`src/verilog/nfc_pkg.sv`:
```
// Constants, encodings and state layout for the NOR flash command interpreter
package nfc_pkg;
  // Geometry: 4 banks of 4 blocks of 256 words
  localparam int ADDR_W   = 12;
  localparam int NBANK    = 4;
  localparam int NBLK     = 16;
  localparam int BANK_LSB = 10;
  localparam int BLK_LSB  = 8;
  localparam int OFF_W    = 8;
  localparam logic [5:0] BUF_WORDS = 6'h20;

  // APB register byte offsets
  localparam logic [7:0] OFS_ADDR = 8'h00;
  localparam logic [7:0] OFS_DATA = 8'h04;
  localparam logic [7:0] OFS_CTRL = 8'h08;
  localparam logic [7:0] OFS_PROT = 8'h0c;
  localparam logic [7:0] OFS_STAT = 8'h10;
  localparam logic [7:0] OFS_MODE = 8'h14;

  // Control register fields and reset value
  localparam int CTRL_SUPPLY  = 0;
  localparam int CTRL_RESET_N = 1;
  localparam logic [1:0] CTRL_RST = 2'h2;

  // Status register bit positions and reset value
  localparam int SR_READY = 7;
  localparam int SR_ERASE = 5;
  localparam int SR_PROG  = 4;
  localparam int SR_VPP   = 3;
  localparam int SR_PROT  = 1;
  localparam logic [7:0] SR_RST    = 8'h80;
  localparam logic [7:0] SR_ERRMSK = 8'h3a;

  // Command codes
  localparam logic [7:0] C_ERASE  = 8'h20;
  localparam logic [7:0] C_PROG   = 8'h40;
  localparam logic [7:0] C_PROG2  = 8'h10;
  localparam logic [7:0] C_CLRST  = 8'h50;
  localparam logic [7:0] C_RDST   = 8'h70;
  localparam logic [7:0] C_EFP    = 8'h80;
  localparam logic [7:0] C_SIG    = 8'h90;
  localparam logic [7:0] C_CFI    = 8'h98;
  localparam logic [7:0] C_SUSP   = 8'hb0;
  localparam logic [7:0] C_BC     = 8'hbc;
  localparam logic [7:0] C_BCCONF = 8'hcb;
  localparam logic [7:0] C_CONF   = 8'hd0;
  localparam logic [7:0] C_BUF    = 8'he8;
  localparam logic [7:0] C_RDARR  = 8'hff;

  // Operation times in ns, and cycles at 50 MHz (least times round up)
  localparam int CLK_NS     = 20;
  localparam int T_ERASE_NS = 40000;
  localparam int T_PROG_NS  = 200;
  localparam int T_BC_NS    = 10000;
  localparam int T_BUF_NS   = 2000;
  localparam int T_EFP_NS   = 100;
  localparam logic [15:0] CY_ERASE = 16'((T_ERASE_NS + CLK_NS - 1) / CLK_NS);
  localparam logic [15:0] CY_PROG  = 16'((T_PROG_NS + CLK_NS - 1) / CLK_NS);
  localparam logic [15:0] CY_BC    = 16'((T_BC_NS + CLK_NS - 1) / CLK_NS);
  localparam logic [15:0] CY_BUF   = 16'((T_BUF_NS + CLK_NS - 1) / CLK_NS);
  localparam logic [15:0] CY_EFP   = 16'((T_EFP_NS + CLK_NS - 1) / CLK_NS);

  typedef enum logic [1:0] {MODE_ARRAY, MODE_STATUS, MODE_SIG, MODE_CFI} nfc_mode_t;
  typedef enum logic [2:0] {P_NONE, P_ERASE, P_PROG, P_BC, P_BUFCNT, P_BUFDATA, P_BUFCONF, P_EFP} nfc_pend_t;
  typedef enum logic [2:0] {OP_NONE, OP_ERASE, OP_PROG, OP_BC, OP_BUF, OP_EFP} nfc_op_t;

  typedef struct packed {
    nfc_op_t                  op;
    logic [1:0]               obank;
    logic [3:0]               oblk;
    logic [15:0]              timer;
    logic                     susp;
    logic [7:0]               status;
    nfc_mode_t [NBANK-1:0]    mode;
    nfc_pend_t [NBANK-1:0]    pend;
    logic [3:0]               bufblk;
    logic [4:0]               bufn;
    logic [5:0]               bufidx;
    logic [OFF_W-1:0]         bufstart;
    logic [NBLK-1:0]          blank;
    logic [NBLK-1:0]          prot;
    logic [1:0]               ctrl;
    logic [ADDR_W-1:0]        addr;
    logic [31:0]              prdata;
  } nfc_state_t;
endpackage

```
`src/verilog/nfc_cmd_if.sv`:
```
// Command interpreter of a multi-bank NOR flash, driven over APB
//
// The implementer's own choices: the register offsets and the APB slave port.
`timescale 1ns/1ps
module nfc_cmd_if (
  input  wire logic        pclk,
  input  wire logic        presetn,
  input  wire logic        psel,
  input  wire logic        penable,
  input  wire logic        pwrite,
  input  wire logic [7:0]  paddr,
  input  wire logic [31:0] pwdata,
  output logic      [31:0] prdata,
  output logic             pready,
  output logic             pslverr,
  output logic             controller_ready
);
  nfc_pkg::nfc_state_t q;
  nfc_pkg::nfc_state_t n;

  logic                acc_wr;
  logic                cmd_wr;
  logic [7:0]          cmd;
  logic [1:0]          cbank;
  logic [3:0]          cblk;
  logic [7:0]          coff;
  logic                mapped;
  logic                fin;

  // Start the controller or flag why it cannot run, except a blank check with supply low, which is dropped with no flag
  function automatic nfc_pkg::nfc_state_t start_op(nfc_pkg::nfc_state_t s, nfc_pkg::nfc_op_t op,
                                                   logic [1:0] bank, logic [3:0] blk);
    int failpos;
    failpos = (op == nfc_pkg::OP_ERASE) ? nfc_pkg::SR_ERASE : nfc_pkg::SR_PROG;
    if (s.op != nfc_pkg::OP_NONE) begin
      // Single controller: a second operation is refused while one runs
      s.status[failpos] = 1'b1;
    end else if (!s.ctrl[nfc_pkg::CTRL_SUPPLY]) begin
      if (op != nfc_pkg::OP_BC) begin
        s.status[nfc_pkg::SR_VPP] = 1'b1;
        s.status[failpos] = 1'b1;
      end
    end else if (s.prot[blk] && op != nfc_pkg::OP_BC) begin
      s.status[nfc_pkg::SR_PROT] = 1'b1;
      s.status[failpos] = 1'b1;
    end else begin
      s.op                      = op;
      s.obank                   = bank;
      s.oblk                    = blk;
      s.status[nfc_pkg::SR_READY] = 1'b0;
      case (op)
        nfc_pkg::OP_ERASE: s.timer = nfc_pkg::CY_ERASE - 16'h0001;
        nfc_pkg::OP_PROG:  s.timer = nfc_pkg::CY_PROG - 16'h0001;
        nfc_pkg::OP_BC:    s.timer = nfc_pkg::CY_BC - 16'h0001;
        nfc_pkg::OP_BUF:   s.timer = nfc_pkg::CY_BUF - 16'h0001;
        default:           s.timer = nfc_pkg::CY_EFP - 16'h0001;
      endcase
    end
    return s;
  endfunction

  // Bus decode: a flash bus write is an APB write to the data register
  assign acc_wr = psel && penable && pwrite;
  assign cmd_wr = acc_wr && (paddr == nfc_pkg::OFS_DATA);
  assign cmd    = pwdata[7:0];
  assign cbank  = q.addr[nfc_pkg::ADDR_W-1:nfc_pkg::BANK_LSB];
  assign cblk   = q.addr[nfc_pkg::ADDR_W-1:nfc_pkg::BLK_LSB];
  assign coff   = q.addr[nfc_pkg::OFF_W-1:0];
  assign mapped = (paddr == nfc_pkg::OFS_ADDR) || (paddr == nfc_pkg::OFS_DATA) || (paddr == nfc_pkg::OFS_CTRL) ||
                  (paddr == nfc_pkg::OFS_PROT) || (paddr == nfc_pkg::OFS_STAT) || (paddr == nfc_pkg::OFS_MODE);
  assign fin    = (q.op != nfc_pkg::OP_NONE) && !q.susp && (q.timer == 16'h0000);

  // Zero-wait slave; read data was captured in the setup cycle
  assign pready           = 1'b1;
  assign pslverr          = psel && penable && !mapped;
  assign prdata           = q.prdata;
  assign controller_ready = q.status[nfc_pkg::SR_READY];

  // Next-state logic: bus, command decode, controller progress
  always_comb begin
    logic [8:0] span;
    span = 9'h000;
    n    = q;

    // Read data latched during setup so it comes from a flop
    if (psel && !penable && !pwrite) begin
      case (paddr)
        nfc_pkg::OFS_ADDR: n.prdata = 32'(q.addr);
        nfc_pkg::OFS_DATA: n.prdata = (q.mode[cbank] == nfc_pkg::MODE_STATUS) ? 32'(q.status) : 32'h0000_0000;
        nfc_pkg::OFS_CTRL: n.prdata = 32'(q.ctrl);
        nfc_pkg::OFS_PROT: n.prdata = 32'(q.prot);
        nfc_pkg::OFS_STAT: n.prdata = {4'h0, q.blank, q.susp, q.op, q.status};
        nfc_pkg::OFS_MODE: n.prdata = {12'h000, q.pend, q.mode};
        default:           n.prdata = 32'h0000_0000;
      endcase
    end

    if (acc_wr) begin
      case (paddr)
        nfc_pkg::OFS_ADDR: n.addr = pwdata[nfc_pkg::ADDR_W-1:0];
        nfc_pkg::OFS_CTRL: n.ctrl = pwdata[1:0];
        nfc_pkg::OFS_PROT: n.prot = pwdata[nfc_pkg::NBLK-1:0];
        default: ;
      endcase
    end

    if (!q.ctrl[nfc_pkg::CTRL_RESET_N]) begin
      // Reset pin: abort, leave the target undefined, banks back to array
      if (q.op != nfc_pkg::OP_NONE) begin
        n.blank[q.oblk] = 1'b0;
      end
      n.op                      = nfc_pkg::OP_NONE;
      n.susp                    = 1'b0;
      n.status[nfc_pkg::SR_READY] = 1'b1;
      for (int b = 0; b < nfc_pkg::NBANK; b++) begin
        n.mode[b] = nfc_pkg::MODE_ARRAY;
        n.pend[b] = nfc_pkg::P_NONE;
      end
    end else begin
      if (cmd_wr) begin
        if (q.op == nfc_pkg::OP_BC || q.op == nfc_pkg::OP_EFP) begin
          // Blank check and factory setup lock out every bank; read status is taken only during blank check
          if (cmd == nfc_pkg::C_RDST && q.op == nfc_pkg::OP_BC) begin
            n.mode[cbank] = nfc_pkg::MODE_STATUS;
          end
        end else if (q.pend[cbank] != nfc_pkg::P_NONE) begin
          // Second and later writes of a sequence, tracked per bank
          n.pend[cbank] = nfc_pkg::P_NONE;
          n.mode[cbank] = nfc_pkg::MODE_STATUS;
          case (q.pend[cbank])
            nfc_pkg::P_ERASE: begin
              if (cmd == nfc_pkg::C_CONF) begin
                n = start_op(n, nfc_pkg::OP_ERASE, cbank, cblk);
              end else begin
                n.status[nfc_pkg::SR_ERASE] = 1'b1;
                n.status[nfc_pkg::SR_PROG]  = 1'b1;
              end
            end
            nfc_pkg::P_BC: begin
              if (cmd == nfc_pkg::C_BCCONF) begin
                n = start_op(n, nfc_pkg::OP_BC, cbank, cblk);
              end else begin
                n.status[nfc_pkg::SR_ERASE] = 1'b1;
                n.status[nfc_pkg::SR_PROG]  = 1'b1;
              end
            end
            nfc_pkg::P_PROG: n = start_op(n, nfc_pkg::OP_PROG, cbank, cblk);
            nfc_pkg::P_BUFCNT: begin
              if (cblk != q.bufblk || pwdata[15:0] >= 16'(nfc_pkg::BUF_WORDS)) begin
                n.status[nfc_pkg::SR_PROG] = 1'b1;
              end else begin
                n.bufn        = pwdata[4:0];
                n.bufidx      = 6'h00;
                n.pend[cbank] = nfc_pkg::P_BUFDATA;
              end
            end
            nfc_pkg::P_BUFDATA: begin
              span = {1'b0, coff} - {1'b0, (q.bufidx == 6'h00) ? coff : q.bufstart};
              if (cblk != q.bufblk || span[8] || span > {4'h0, q.bufn} ||
                  ({1'b0, coff} + {4'h0, q.bufn} > 9'h0ff && q.bufidx == 6'h00)) begin
                n.status[nfc_pkg::SR_PROG] = 1'b1;
              end else begin
                if (q.bufidx == 6'h00) begin
                  n.bufstart = coff;
                end
                n.bufidx      = q.bufidx + 6'h01;
                n.pend[cbank] = (q.bufidx == {1'b0, q.bufn}) ? nfc_pkg::P_BUFCONF : nfc_pkg::P_BUFDATA;
              end
            end
            nfc_pkg::P_BUFCONF: begin
              if (cmd == nfc_pkg::C_CONF && cblk == q.bufblk) begin
                n = start_op(n, nfc_pkg::OP_BUF, cbank, cblk);
              end else begin
                n.status[nfc_pkg::SR_PROG] = 1'b1;
              end
            end
            nfc_pkg::P_EFP: begin
              if (cmd == nfc_pkg::C_CONF) begin
                n = start_op(n, nfc_pkg::OP_EFP, cbank, cblk);
              end else begin
                n.status[nfc_pkg::SR_PROG] = 1'b1;
              end
            end
            default: ;
          endcase
        end else begin
          // First write of a command; a busy bank takes only reads and suspend
          case (cmd)
            nfc_pkg::C_RDARR: n.mode[cbank] = nfc_pkg::MODE_ARRAY;
            nfc_pkg::C_RDST:  n.mode[cbank] = nfc_pkg::MODE_STATUS;
            nfc_pkg::C_SIG:   n.mode[cbank] = nfc_pkg::MODE_SIG;
            nfc_pkg::C_CFI:   n.mode[cbank] = nfc_pkg::MODE_CFI;
            nfc_pkg::C_SUSP: begin
              if (q.op != nfc_pkg::OP_NONE) begin
                n.susp                    = 1'b1;
                n.status[nfc_pkg::SR_READY] = 1'b1;
              end
            end
            default: begin
              if (!(q.op != nfc_pkg::OP_NONE && q.obank == cbank)) begin
                case (cmd)
                  nfc_pkg::C_CLRST: n.status = q.status & ~nfc_pkg::SR_ERRMSK;
                  nfc_pkg::C_ERASE: n.pend[cbank] = nfc_pkg::P_ERASE;
                  nfc_pkg::C_PROG,
                  nfc_pkg::C_PROG2: n.pend[cbank] = nfc_pkg::P_PROG;
                  nfc_pkg::C_BC: begin
                    if (q.ctrl[nfc_pkg::CTRL_SUPPLY] && !q.susp) begin
                      n.pend[cbank] = nfc_pkg::P_BC;
                    end
                  end
                  nfc_pkg::C_BUF: begin
                    n.pend[cbank] = nfc_pkg::P_BUFCNT;
                    n.mode[cbank] = nfc_pkg::MODE_STATUS;
                    n.bufblk      = cblk;
                  end
                  nfc_pkg::C_EFP: n.pend[cbank] = nfc_pkg::P_EFP;
                  nfc_pkg::C_CONF: begin
                    if (q.susp) begin
                      n.susp                    = 1'b0;
                      n.status[nfc_pkg::SR_READY] = 1'b0;
                    end
                  end
                  default: ;
                endcase
              end
            end
          endcase
        end
      end

      // Controller progress after decode, so a finishing event beats a clear
      if (fin) begin
        case (q.op)
          nfc_pkg::OP_ERASE: n.blank[q.oblk] = 1'b1;
          nfc_pkg::OP_BC:    n.status[nfc_pkg::SR_ERASE] = n.status[nfc_pkg::SR_ERASE] | !q.blank[q.oblk];
          nfc_pkg::OP_PROG,
          nfc_pkg::OP_BUF:   n.blank[q.oblk] = 1'b0;
          default: ;
        endcase
        n.op                      = nfc_pkg::OP_NONE;
        n.status[nfc_pkg::SR_READY] = 1'b1;
      end else if (q.op != nfc_pkg::OP_NONE && !q.susp) begin
        n.timer = q.timer - 16'h0001;
      end
    end
  end

  // State register
  always_ff @(posedge pclk or negedge presetn) begin
    if (!presetn) begin
      q        <= '0;
      q.status <= nfc_pkg::SR_RST;
      q.ctrl   <= nfc_pkg::CTRL_RST;
      q.blank  <= '1;
    end else begin
      q <= n;
    end
  end
endmodule

```
`config.mk`:
```
export PLATFORM = sky130hd
export DESIGN_NAME = nfc_cmd_if
export DESIGN_NICKNAME = d
export VERILOG_FILES = /design/src/verilog/nfc_pkg.sv /design/src/verilog/nfc_cmd_if.sv
export SDC_FILE = /design/constraint.sdc
export NUM_CORES = 1
export LEC_CHECK = 0
export ABC_AREA = 0
export CAP_MARGIN = 20
export CORE_ASPECT_RATIO = 0.5
export CORE_MARGIN = 8
export CORE_UTILIZATION = 40
export CTS_CLUSTER_SIZE = 20
export DETAILED_ROUTE_END_ITERATION = 12
export DONT_BUFFER_PORTS = 1
export SYNTH_ARGS = -nofsm -noshare
export SYNTH_HDL_FRONTEND = slang
export SYNTH_SLANG_ARGS = --single-unit
```
`constraint.sdc`:
```
create_clock -name pclk -period 6.3 [get_ports pclk]
set_clock_uncertainty 0.1 [all_clocks]
set_input_delay 1.26 -clock pclk [delete_from_list [all_inputs] [get_ports pclk]]
set_output_delay 1.26 -clock pclk [all_outputs]
set_load 0.01 [all_outputs]
```
==> results of run 1 <==
-- per-layer routing --
layer | routed length (um) | GRT usage | share of wire | vias to the layer above
met2 | 12670 | 0.2870 | 0.42 | 437
met5 | 0 | 0 | 0 | -
met3 | 2816 | 0.05100 | 0.094 | 56
li1 | - | - | - | 3981
met1 | 13880 | 0.2857 | 0.46 | 4241
met4 | 744 | 0.07197 | 0.025 | 0
-- logic make-up after synthesis --
kind of cell    share of synthesized area
compound gates                     0.2076
mux                               0.08009
fa+ha+maj                         0.03075
other cells                     0.0007691
flops                              0.3765
xor+xnor                          0.01435
buf+inv                           0.06663
simple gates                       0.2233
-- worst reg2reg max path: stages (launching register included) --
cell and delay [ns]:
dfrtp_1 0.42, inv_1 0.11, ha_1 0.15, nand2b_1 0.07
nor4_2 0.14, buf_4 0.25, nand2_1 0.07, o21ai_0 0.11
ha_1 0.22, inv_1 0.06, fa_1 0.41, a21o_1 0.19
a21oi_1 0.26, xnor2_1 0.16, ha_1 0.27, o21a_1 0.11
o22ai_1 0.23, nand3_1 0.19, a31oi_1 0.25, buf_4 0.21
nand2_1 0.32, mux2_2 0.40
-- metrics by stage --
| step | utilization | hold WS, ns | setup WS [ns] | area, um2 |
|---|---|---|---|---|
| 2_1_floorplan | - | 0.3400 | 1.740 | 9776 |
| 3_3_place_gp | 0.4075 | 0.3751 | 1.076 | 9768 |
| 3_5_place_dp | 0.4075 | 0.3892 | 1.086 | 9768 |
| 4_1_cts | 0.4322 | 0.4024 | 1.480 | 10360 |
| 5_1_grt | 0.4326 | 0.4087 | 1.052 | 10370 |
| 6_report | 0.4326 | 0.4020 | 1.440 | 10370 |
-- power by group through the flow --
stage          Sequential [uW]  Combinational (uW)  Clock (uW)
2_1_floorplan              975                78.5           0
3_3_place_gp               990                67.4           0
3_5_place_dp               990                68.9           0
4_1_cts                    973                69.2        1060
5_1_grt                    974                78.4        1100
6_report                   973                70.0        1040
-- cell type report --
| type | instances | area [um2] | share of cell area |
|---|---|---|---|
| Multi-Input combinational cell | 856 | 5465 | 0.5270 |
| Sequential cell | 146 | 3676 | 0.3544 |
| Clock buffer | 20 | 446.7 | 0.04307 |
| Tap cell | 315 | 394.1 | 0.03800 |
| Clock inverter | 12 | 145.1 | 0.01399 |
| Timing Repair Buffer | 16 | 123.9 | 0.01194 |
| Inverter | 32 | 120.1 | 0.01158 |
-- synthesized netlist by cell type (all sizes together), types with 4 or more instances --
cell type  count
dfrtp        128
o31ai         11
a211oi         8
nor3          31
a221oi         8
nor3b          5
mux4          11
nand3         43
nand4b         5
o21ai        117
or4            8
dfstp         18
a21boi         6
o22ai          6
a31oi         10
a21o           9
a21oi         46
o41ai          4
or2           10
o21a           5
a22oi          9
a22o           8
mux2          27
nor4          14
xor2           4
nand2b        16
ha            20
nand3b         7
and2           5
mux2i         23
nand2        155
o211ai        12
clkbuf        67
nor2b          8
nor2          95
xnor2         12
a222oi        11
inv           31
nand4         14
buf           40
or3           12
and3           6
-- placed cells by master, fill, tap and decap left out, drive strengths merged, types with 7 or more instances in the layout --
| master | n |
|---|---|
| mux4 | 11 |
| a31oi | 10 |
| nor2 | 95 |
| o21ai | 117 |
| buf | 16 |
| a222oi | 11 |
| nor2b | 8 |
| nand2 | 155 |
| a221oi | 8 |
| or3 | 12 |
| dfrtp | 128 |
| a22oi | 9 |
| a21o | 9 |
| a211oi | 8 |
| nand4 | 14 |
| inv | 37 |
| or2 | 10 |
| nand3 | 43 |
| mux2i | 23 |
| a21oi | 46 |
| ha | 20 |
| xnor2 | 12 |
| o211ai | 12 |
| nand3b | 7 |
| nand2b | 16 |
| nor3 | 31 |
| dfstp | 18 |
| mux2 | 27 |
| or4 | 8 |
| clkbuf | 20 |
| o31ai | 11 |
| a22o | 8 |
| nor4 | 14 |
-- path summary, 6_finish.rpt --
| check | startpoint | endpoint | slack, ns | cells past startpoint |
|---|---|---|---|---|
| worst max-delay path | paddr[0] | q[136]$_DFFE_PN0P_ | 1.44 | 10 |
| worst min-delay path | q[100]$_DFFE_PN0P_ | q[100]$_DFFE_PN0P_ | 0.40 | 2 |
| worst max register to register | q[86]$_DFFE_PN0P_ | q[81]$_DFFE_PN0P_ | 1.49 | 21 |
| worst min register to register | q[100]$_DFFE_PN0P_ | q[100]$_DFFE_PN0P_ | 0.40 | 2 |
| max in group asynchronous | presetn | async pin | 5.34 | 0 |
| min in group asynchronous | presetn | q[131]$_DFFE_PN0P_ | 0.43 | 0 |
==> run_results.csv, run 1 <==
group,metric,value,unit
pwr,p_leak,0.004207,uW
yosys,synth_top_area_frac,0.3280,
drt,wl,30.10,mm
sta,min_period,4.860,ns
status,status,"finished clean",
pwr,power.density,200.7,nW/um2
cells_and_area,antennaDiodeCount,0,
pwr,p_total,2081,uW
sta,rsz0062_at_grt,"false",
pwr,seq_power_share,0.467,
cells_and_area,fill_cells,2359,
floorplanning,dieArea,29970,um2
yosys,synth-seq-area-share,0.3765,
cells_and_area,areaGrowthSynthToFinish,6.215,%
critical_path,critPathSlowestCell,"o31ai_2",
sta,finalSetupViolCount,0,
drt,antenna_left,0,
place,port_buffers,0,
yosys,synth_cells,1138,
critical_path,required,6.52,ns
floorplanning,die_w,237.0,um
critical_path,start_kind,"input pin",
drt,drtIter0Drc,1047,
floorplanning,ios,80,
critical_path,cp_top_family,"simple AND/OR/NAND/NOR gates",
pwr,switching_share,0.2391,
sta,hold_viol_final,0,
drt,dr.pass1.iters,8,
sta,slew_headroom,0.3068,
yosys,synth_area_leaders,"dfrtp_1, nand2_1, o21ai_0, dfstp_2, nor2_1",
yosys,syn-mean-instance-area,8.580,um2
place,dpl.hpwl,21.70,mm
yosys,synth.ff_latch_count,146,
cts,clock_latency,0.44,ns
yosys,synthDistinctLibCells,84,
grt,grt_pass1_wl,47.53,mm
yosys,yosys_warnings,0,
min_path,hp-class,"register to register",
pwr,p_switching,497.5,uW
grt,grt_max_degree,147,
cts,cts_buffers,17,
critical_path,crit_buf_inv,1,
cts,cts_tree,"built",
critical_path,path_cells,"or4_1 -> or4_1 -> buf_4 -> mux2i_1 -> or4_4 -> o31ai_2 -> o31ai_2 -> nand2_1 -> o211ai_1 -> a22o_1",
cells_and_area,stdcell_count,1397,
sta,setup_tns,0,ns
yosys,synth_edf_count,0,
cts,cts_sinks,146,
pwr,internal-power,1584,uW
cells_and_area,nNetsFinal,1136,
floorplanning,initial_core_util,0.4073,
yosys,ys_async_sr_fraction,1.000,
drt,vias_per_cell,6.238,
cts,cts.repair.resized,0,
grt,antenna_found_initial,0,
grt,grt_usage,0.1997,
critical_path,endpoint_kind,"register",
drt,wl_per_cell,21.55,um
yosys,ys_dominant_reg_cell,"dfrtp_1",
pwr,pwr-share-comb,0.034,
yosys,yosysTopAreaCell,"dfrtp_1",
floorplanning,row_count,40,
sta,tightest_slew,1.026,ns
cts,clock_path_buffers,2,
sta,fin_crit_sh,0.7715,
job,drv_cap,0,
floorplanning,die_y,126.5,um
pwr,ir_drop,0.1484,mV
grt,grt_pass1_vias,8158,
yosys,netlist_area,9764,um2
critical_path,worst_ep_arrival_time,5.08,ns
critical_path,max_stage_delay,0.83,ns
cts,cts_hold_buf,0,
drt,vias,8715,
critical_path,crit_type,"input pin to register",
grt,grt.overflow.total,0,
cts,post_cts_buffers,0,
place,dp_cells,1364,
drt,drc_errors,0,
critical_path,cp_max_fo,13,
floorplanning,placeableCoreArea,23970,um2
cts,clk_pin_slew,0.06,ns
sta,fmax,0.2058,GHz
cts,clock-root-buffer,"clkbuf_16",
pwr,clockPowerShare,0.499,
cells_and_area,post_route_cells_drive_above_1_share,0.1238,
sta,finalMaxSlewViolations,0,
cts,h-tree-depth,4,
place,gp_congestion,0.9064,
Note: power is estimated with default switching activity, not from simulation.
==> run 2: changes to the inputs <==
- clock period: 6.3 -> 4.15 ns (I/O delays scaled with it)
==> run 2 against run 1 <==
  * Cell area grew 6.1%
  * Final cell count increased by 4.9%
  * Sequential power increased by 51%
  * Register-to-register slack lost 1.4 ns
  * Largest power group is now registers
==> run_results.csv, run 2 (synthesized netlist as in run 1, its figures left out) <==
group,metric,value,unit
drt,dr.pass1.iters,8,
cells_and_area,seqCellArea,3676,um2
place,port_buffers,0,
cells_and_area,layout_common_cells,"nand2_1, dfrtp_1, o21ai_0",
grt,antenna_found_initial,0,
critical_path,crit_type,"register to register",
sta,setup_tns,0,ns
drt,drc_errors,0,
sta,slew_headroom,0.4889,
critical_path,r2r_slack,0.06,ns
floorplanning,dieArea,29970,um2
drt,vias_per_cell,6.084,
cts,cts_buffers,17,
sta,finalMaxSlewViolations,0,
grt,grt_max_degree,129,
cells_and_area,antennaDiodeCount,0,
cts,clock_latency,0.44,ns
floorplanning,placeableCoreArea,23970,um2
drt,antenna_left,0,
sta,hold_viol_final,0,
pwr,power.density,281.4,nW/um2
drt,wl_per_cell,21.00,um
cells_and_area,nNetsFinal,1204,
floorplanning,row_count,40,
critical_path,r2r-end,"q[84]$_DFFE_PN0P_",
status,status,"finished clean",
cts,clock_path_buffers,2,
critical_path,cp_max_fo,8,
place,dpl.hpwl,22.63,mm
pwr,p_leak,0.004531,uW
critical_path,required,4.36,ns
critical_path,worst_ep_arrival_time,4.30,ns
place,place_area,10260,um2
sta,fin_crit_sh,0.9854,
sta,finalSetupViolCount,0,
sta,tightest_slew,0.7666,ns
critical_path,timing.rr.start,"q[86]$_DFFE_PN0P_",
place,dp_cells,1430,
cts,h-tree-depth,4,
min_path,hp-class,"input pin to async pin",
cells_and_area,fin_area,11010,um2
cells_and_area,stdcell_count,1465,
floorplanning,die_w,237.0,um
cts,cts_sinks,146,
grt,grt_pass1_vias,8427,
cells_and_area,multiInputGateArea,5609,um2
cts,clk_pin_slew,0.06,ns
critical_path,endpoint_kind,"register",
drt,wl,30.76,mm
job,drv_cap,0,
floorplanning,ios,80,
grt,grt_usage,0.2056,
cts,cts_tree,"built",
grt,grt_pass1_wl,48.85,mm
drt,vias,8913,
pwr,ir_drop,0.2252,mV
place,gp_congestion,0.9478,
cells_and_area,mostFrequentLayoutCell,"nand2_1",
grt,grt.overflow.total,0,
cells_and_area,post_route_cells_drive_above_1_share,0.1965,
cts,clock-root-buffer,"clkbuf_16",
critical_path,start_kind,"register",
critical_path,r2r_cells,22,
sta,rsz0062_at_grt,"true",
cells_and_area,fill_cells,2301,
sta,min_period,4.090,ns
cells_and_area,areaGrowthSynthToFinish,12.72,%
drt,drtIter0Drc,967,
floorplanning,initial_core_util,0.4073,
floorplanning,die_y,126.5,um
sta,fmax,0.2445,GHz
## run 2: changes by cell type in the layout (fill, tap and decap cells not counted), moves of 5 or more
cell / before / now
buf_4: 15 / 82
clkinvlp_4: 1 / 6
o21ai_0: 112 / 104
o21ai_1: 4 / 11
## run 2: area by class of cell
cell class                      instances  share of cell area
Sequential cell                       146              0.3340
Clock inverter                         10            0.007162
Tap cell                              315             0.03581
Inverter                               32             0.01091
Multi-Input combinational cell        856              0.5096
Clock buffer                           22             0.04308
Timing Repair Buffer                   84             0.05945
## run 2: metal layers
metal / wire length [um] / track usage / vias up
met2: 13290 / 0.3034 / 419
li1: - / - / 4110
met4: 644 / 0.06944 / 0
met1: 13840 / 0.2869 / 4334
met3: 2983 / 0.05662 / 50
met5: 0 / 0 / -
## run 2: worst max-delay path by stage
stage,slack (ns),startpoint,to,depth (start not counted)
floorplan,0.02,paddr[0],q[139]$_DFFE_PN0P_,12
finish,0.06,q[86]$_DFFE_PN0P_,q[84]$_DFFE_PN0P_,22
detailed placement,-0.22,q[86]$_DFFE_PN0P_,q[84]$_DFFE_PN0P_,22
global route,-0.1,q[86]$_DFFE_PN0P_,q[80]$_DFFE_PN0P_,22
global placement,-0.11,paddr[0],q[133]$_DFFE_PN0P_,11
CTS,0.01,q[86]$_DFFE_PN0P_,q[84]$_DFFE_PN0P_,22
## run 2: timing repair
action	CTS	global route
resized for setup	8	31
hold buffers	1	0
hold endpoints to repair	128	0
buffers inserted	0	2
pin swaps	3	15
endpoints found under the setup margin	23	27
## run 2: stage by stage
| stage | setup WS [ns] | hold slack, ns | total power (uW) | util |
|---|---|---|---|---|
| 5_1_grt | -0.09527 | 0.1175 | 3203 | 0.4591 |
| 4_1_cts | 0.009635 | 0.1236 | 3124 | 0.4535 |
| 3_3_place_gp | -0.1099 | 0.3743 | 1616 | 0.4281 |
| 6_report | 0.06047 | 0.1481 | 3097 | 0.4591 |
| 2_1_floorplan | 0.01991 | 0.3400 | 1599 | - |
| 3_5_place_dp | -0.2169 | 0.3818 | 1619 | 0.4281 |
## run 2: power breakdown
| part | switching [uW] | internal, uW | leakage (uW) |
|---|---|---|---|
| combinational | 92.6 | 61.7 | 0.00240 |
| sequential | 30.6 | 1440 | 0.00188 |
| clock | 651 | 818 | 0.000253 |
| total | 774 | 2320 | 0.00453 |
## run 2: critical path, cell delays in order (launching register included)
cell      delay (ns)
dfrtp_1         0.39
inv_2           0.09
ha_4            0.14
nand2b_4        0.05
nor4_4          0.12
buf_4           0.19
nand2_2         0.06
o21ai_2         0.08
ha_2            0.22
inv_2           0.04
fa_2            0.56
ha_4            0.20
nor2b_4         0.12
o21a_1          0.16
o21a_1          0.16
o21a_1          0.17
o22ai_2         0.16
nand3_2         0.13
a31oi_2         0.18
buf_4           0.17
nand2_4         0.05
buf_6           0.16
mux2_2          0.27
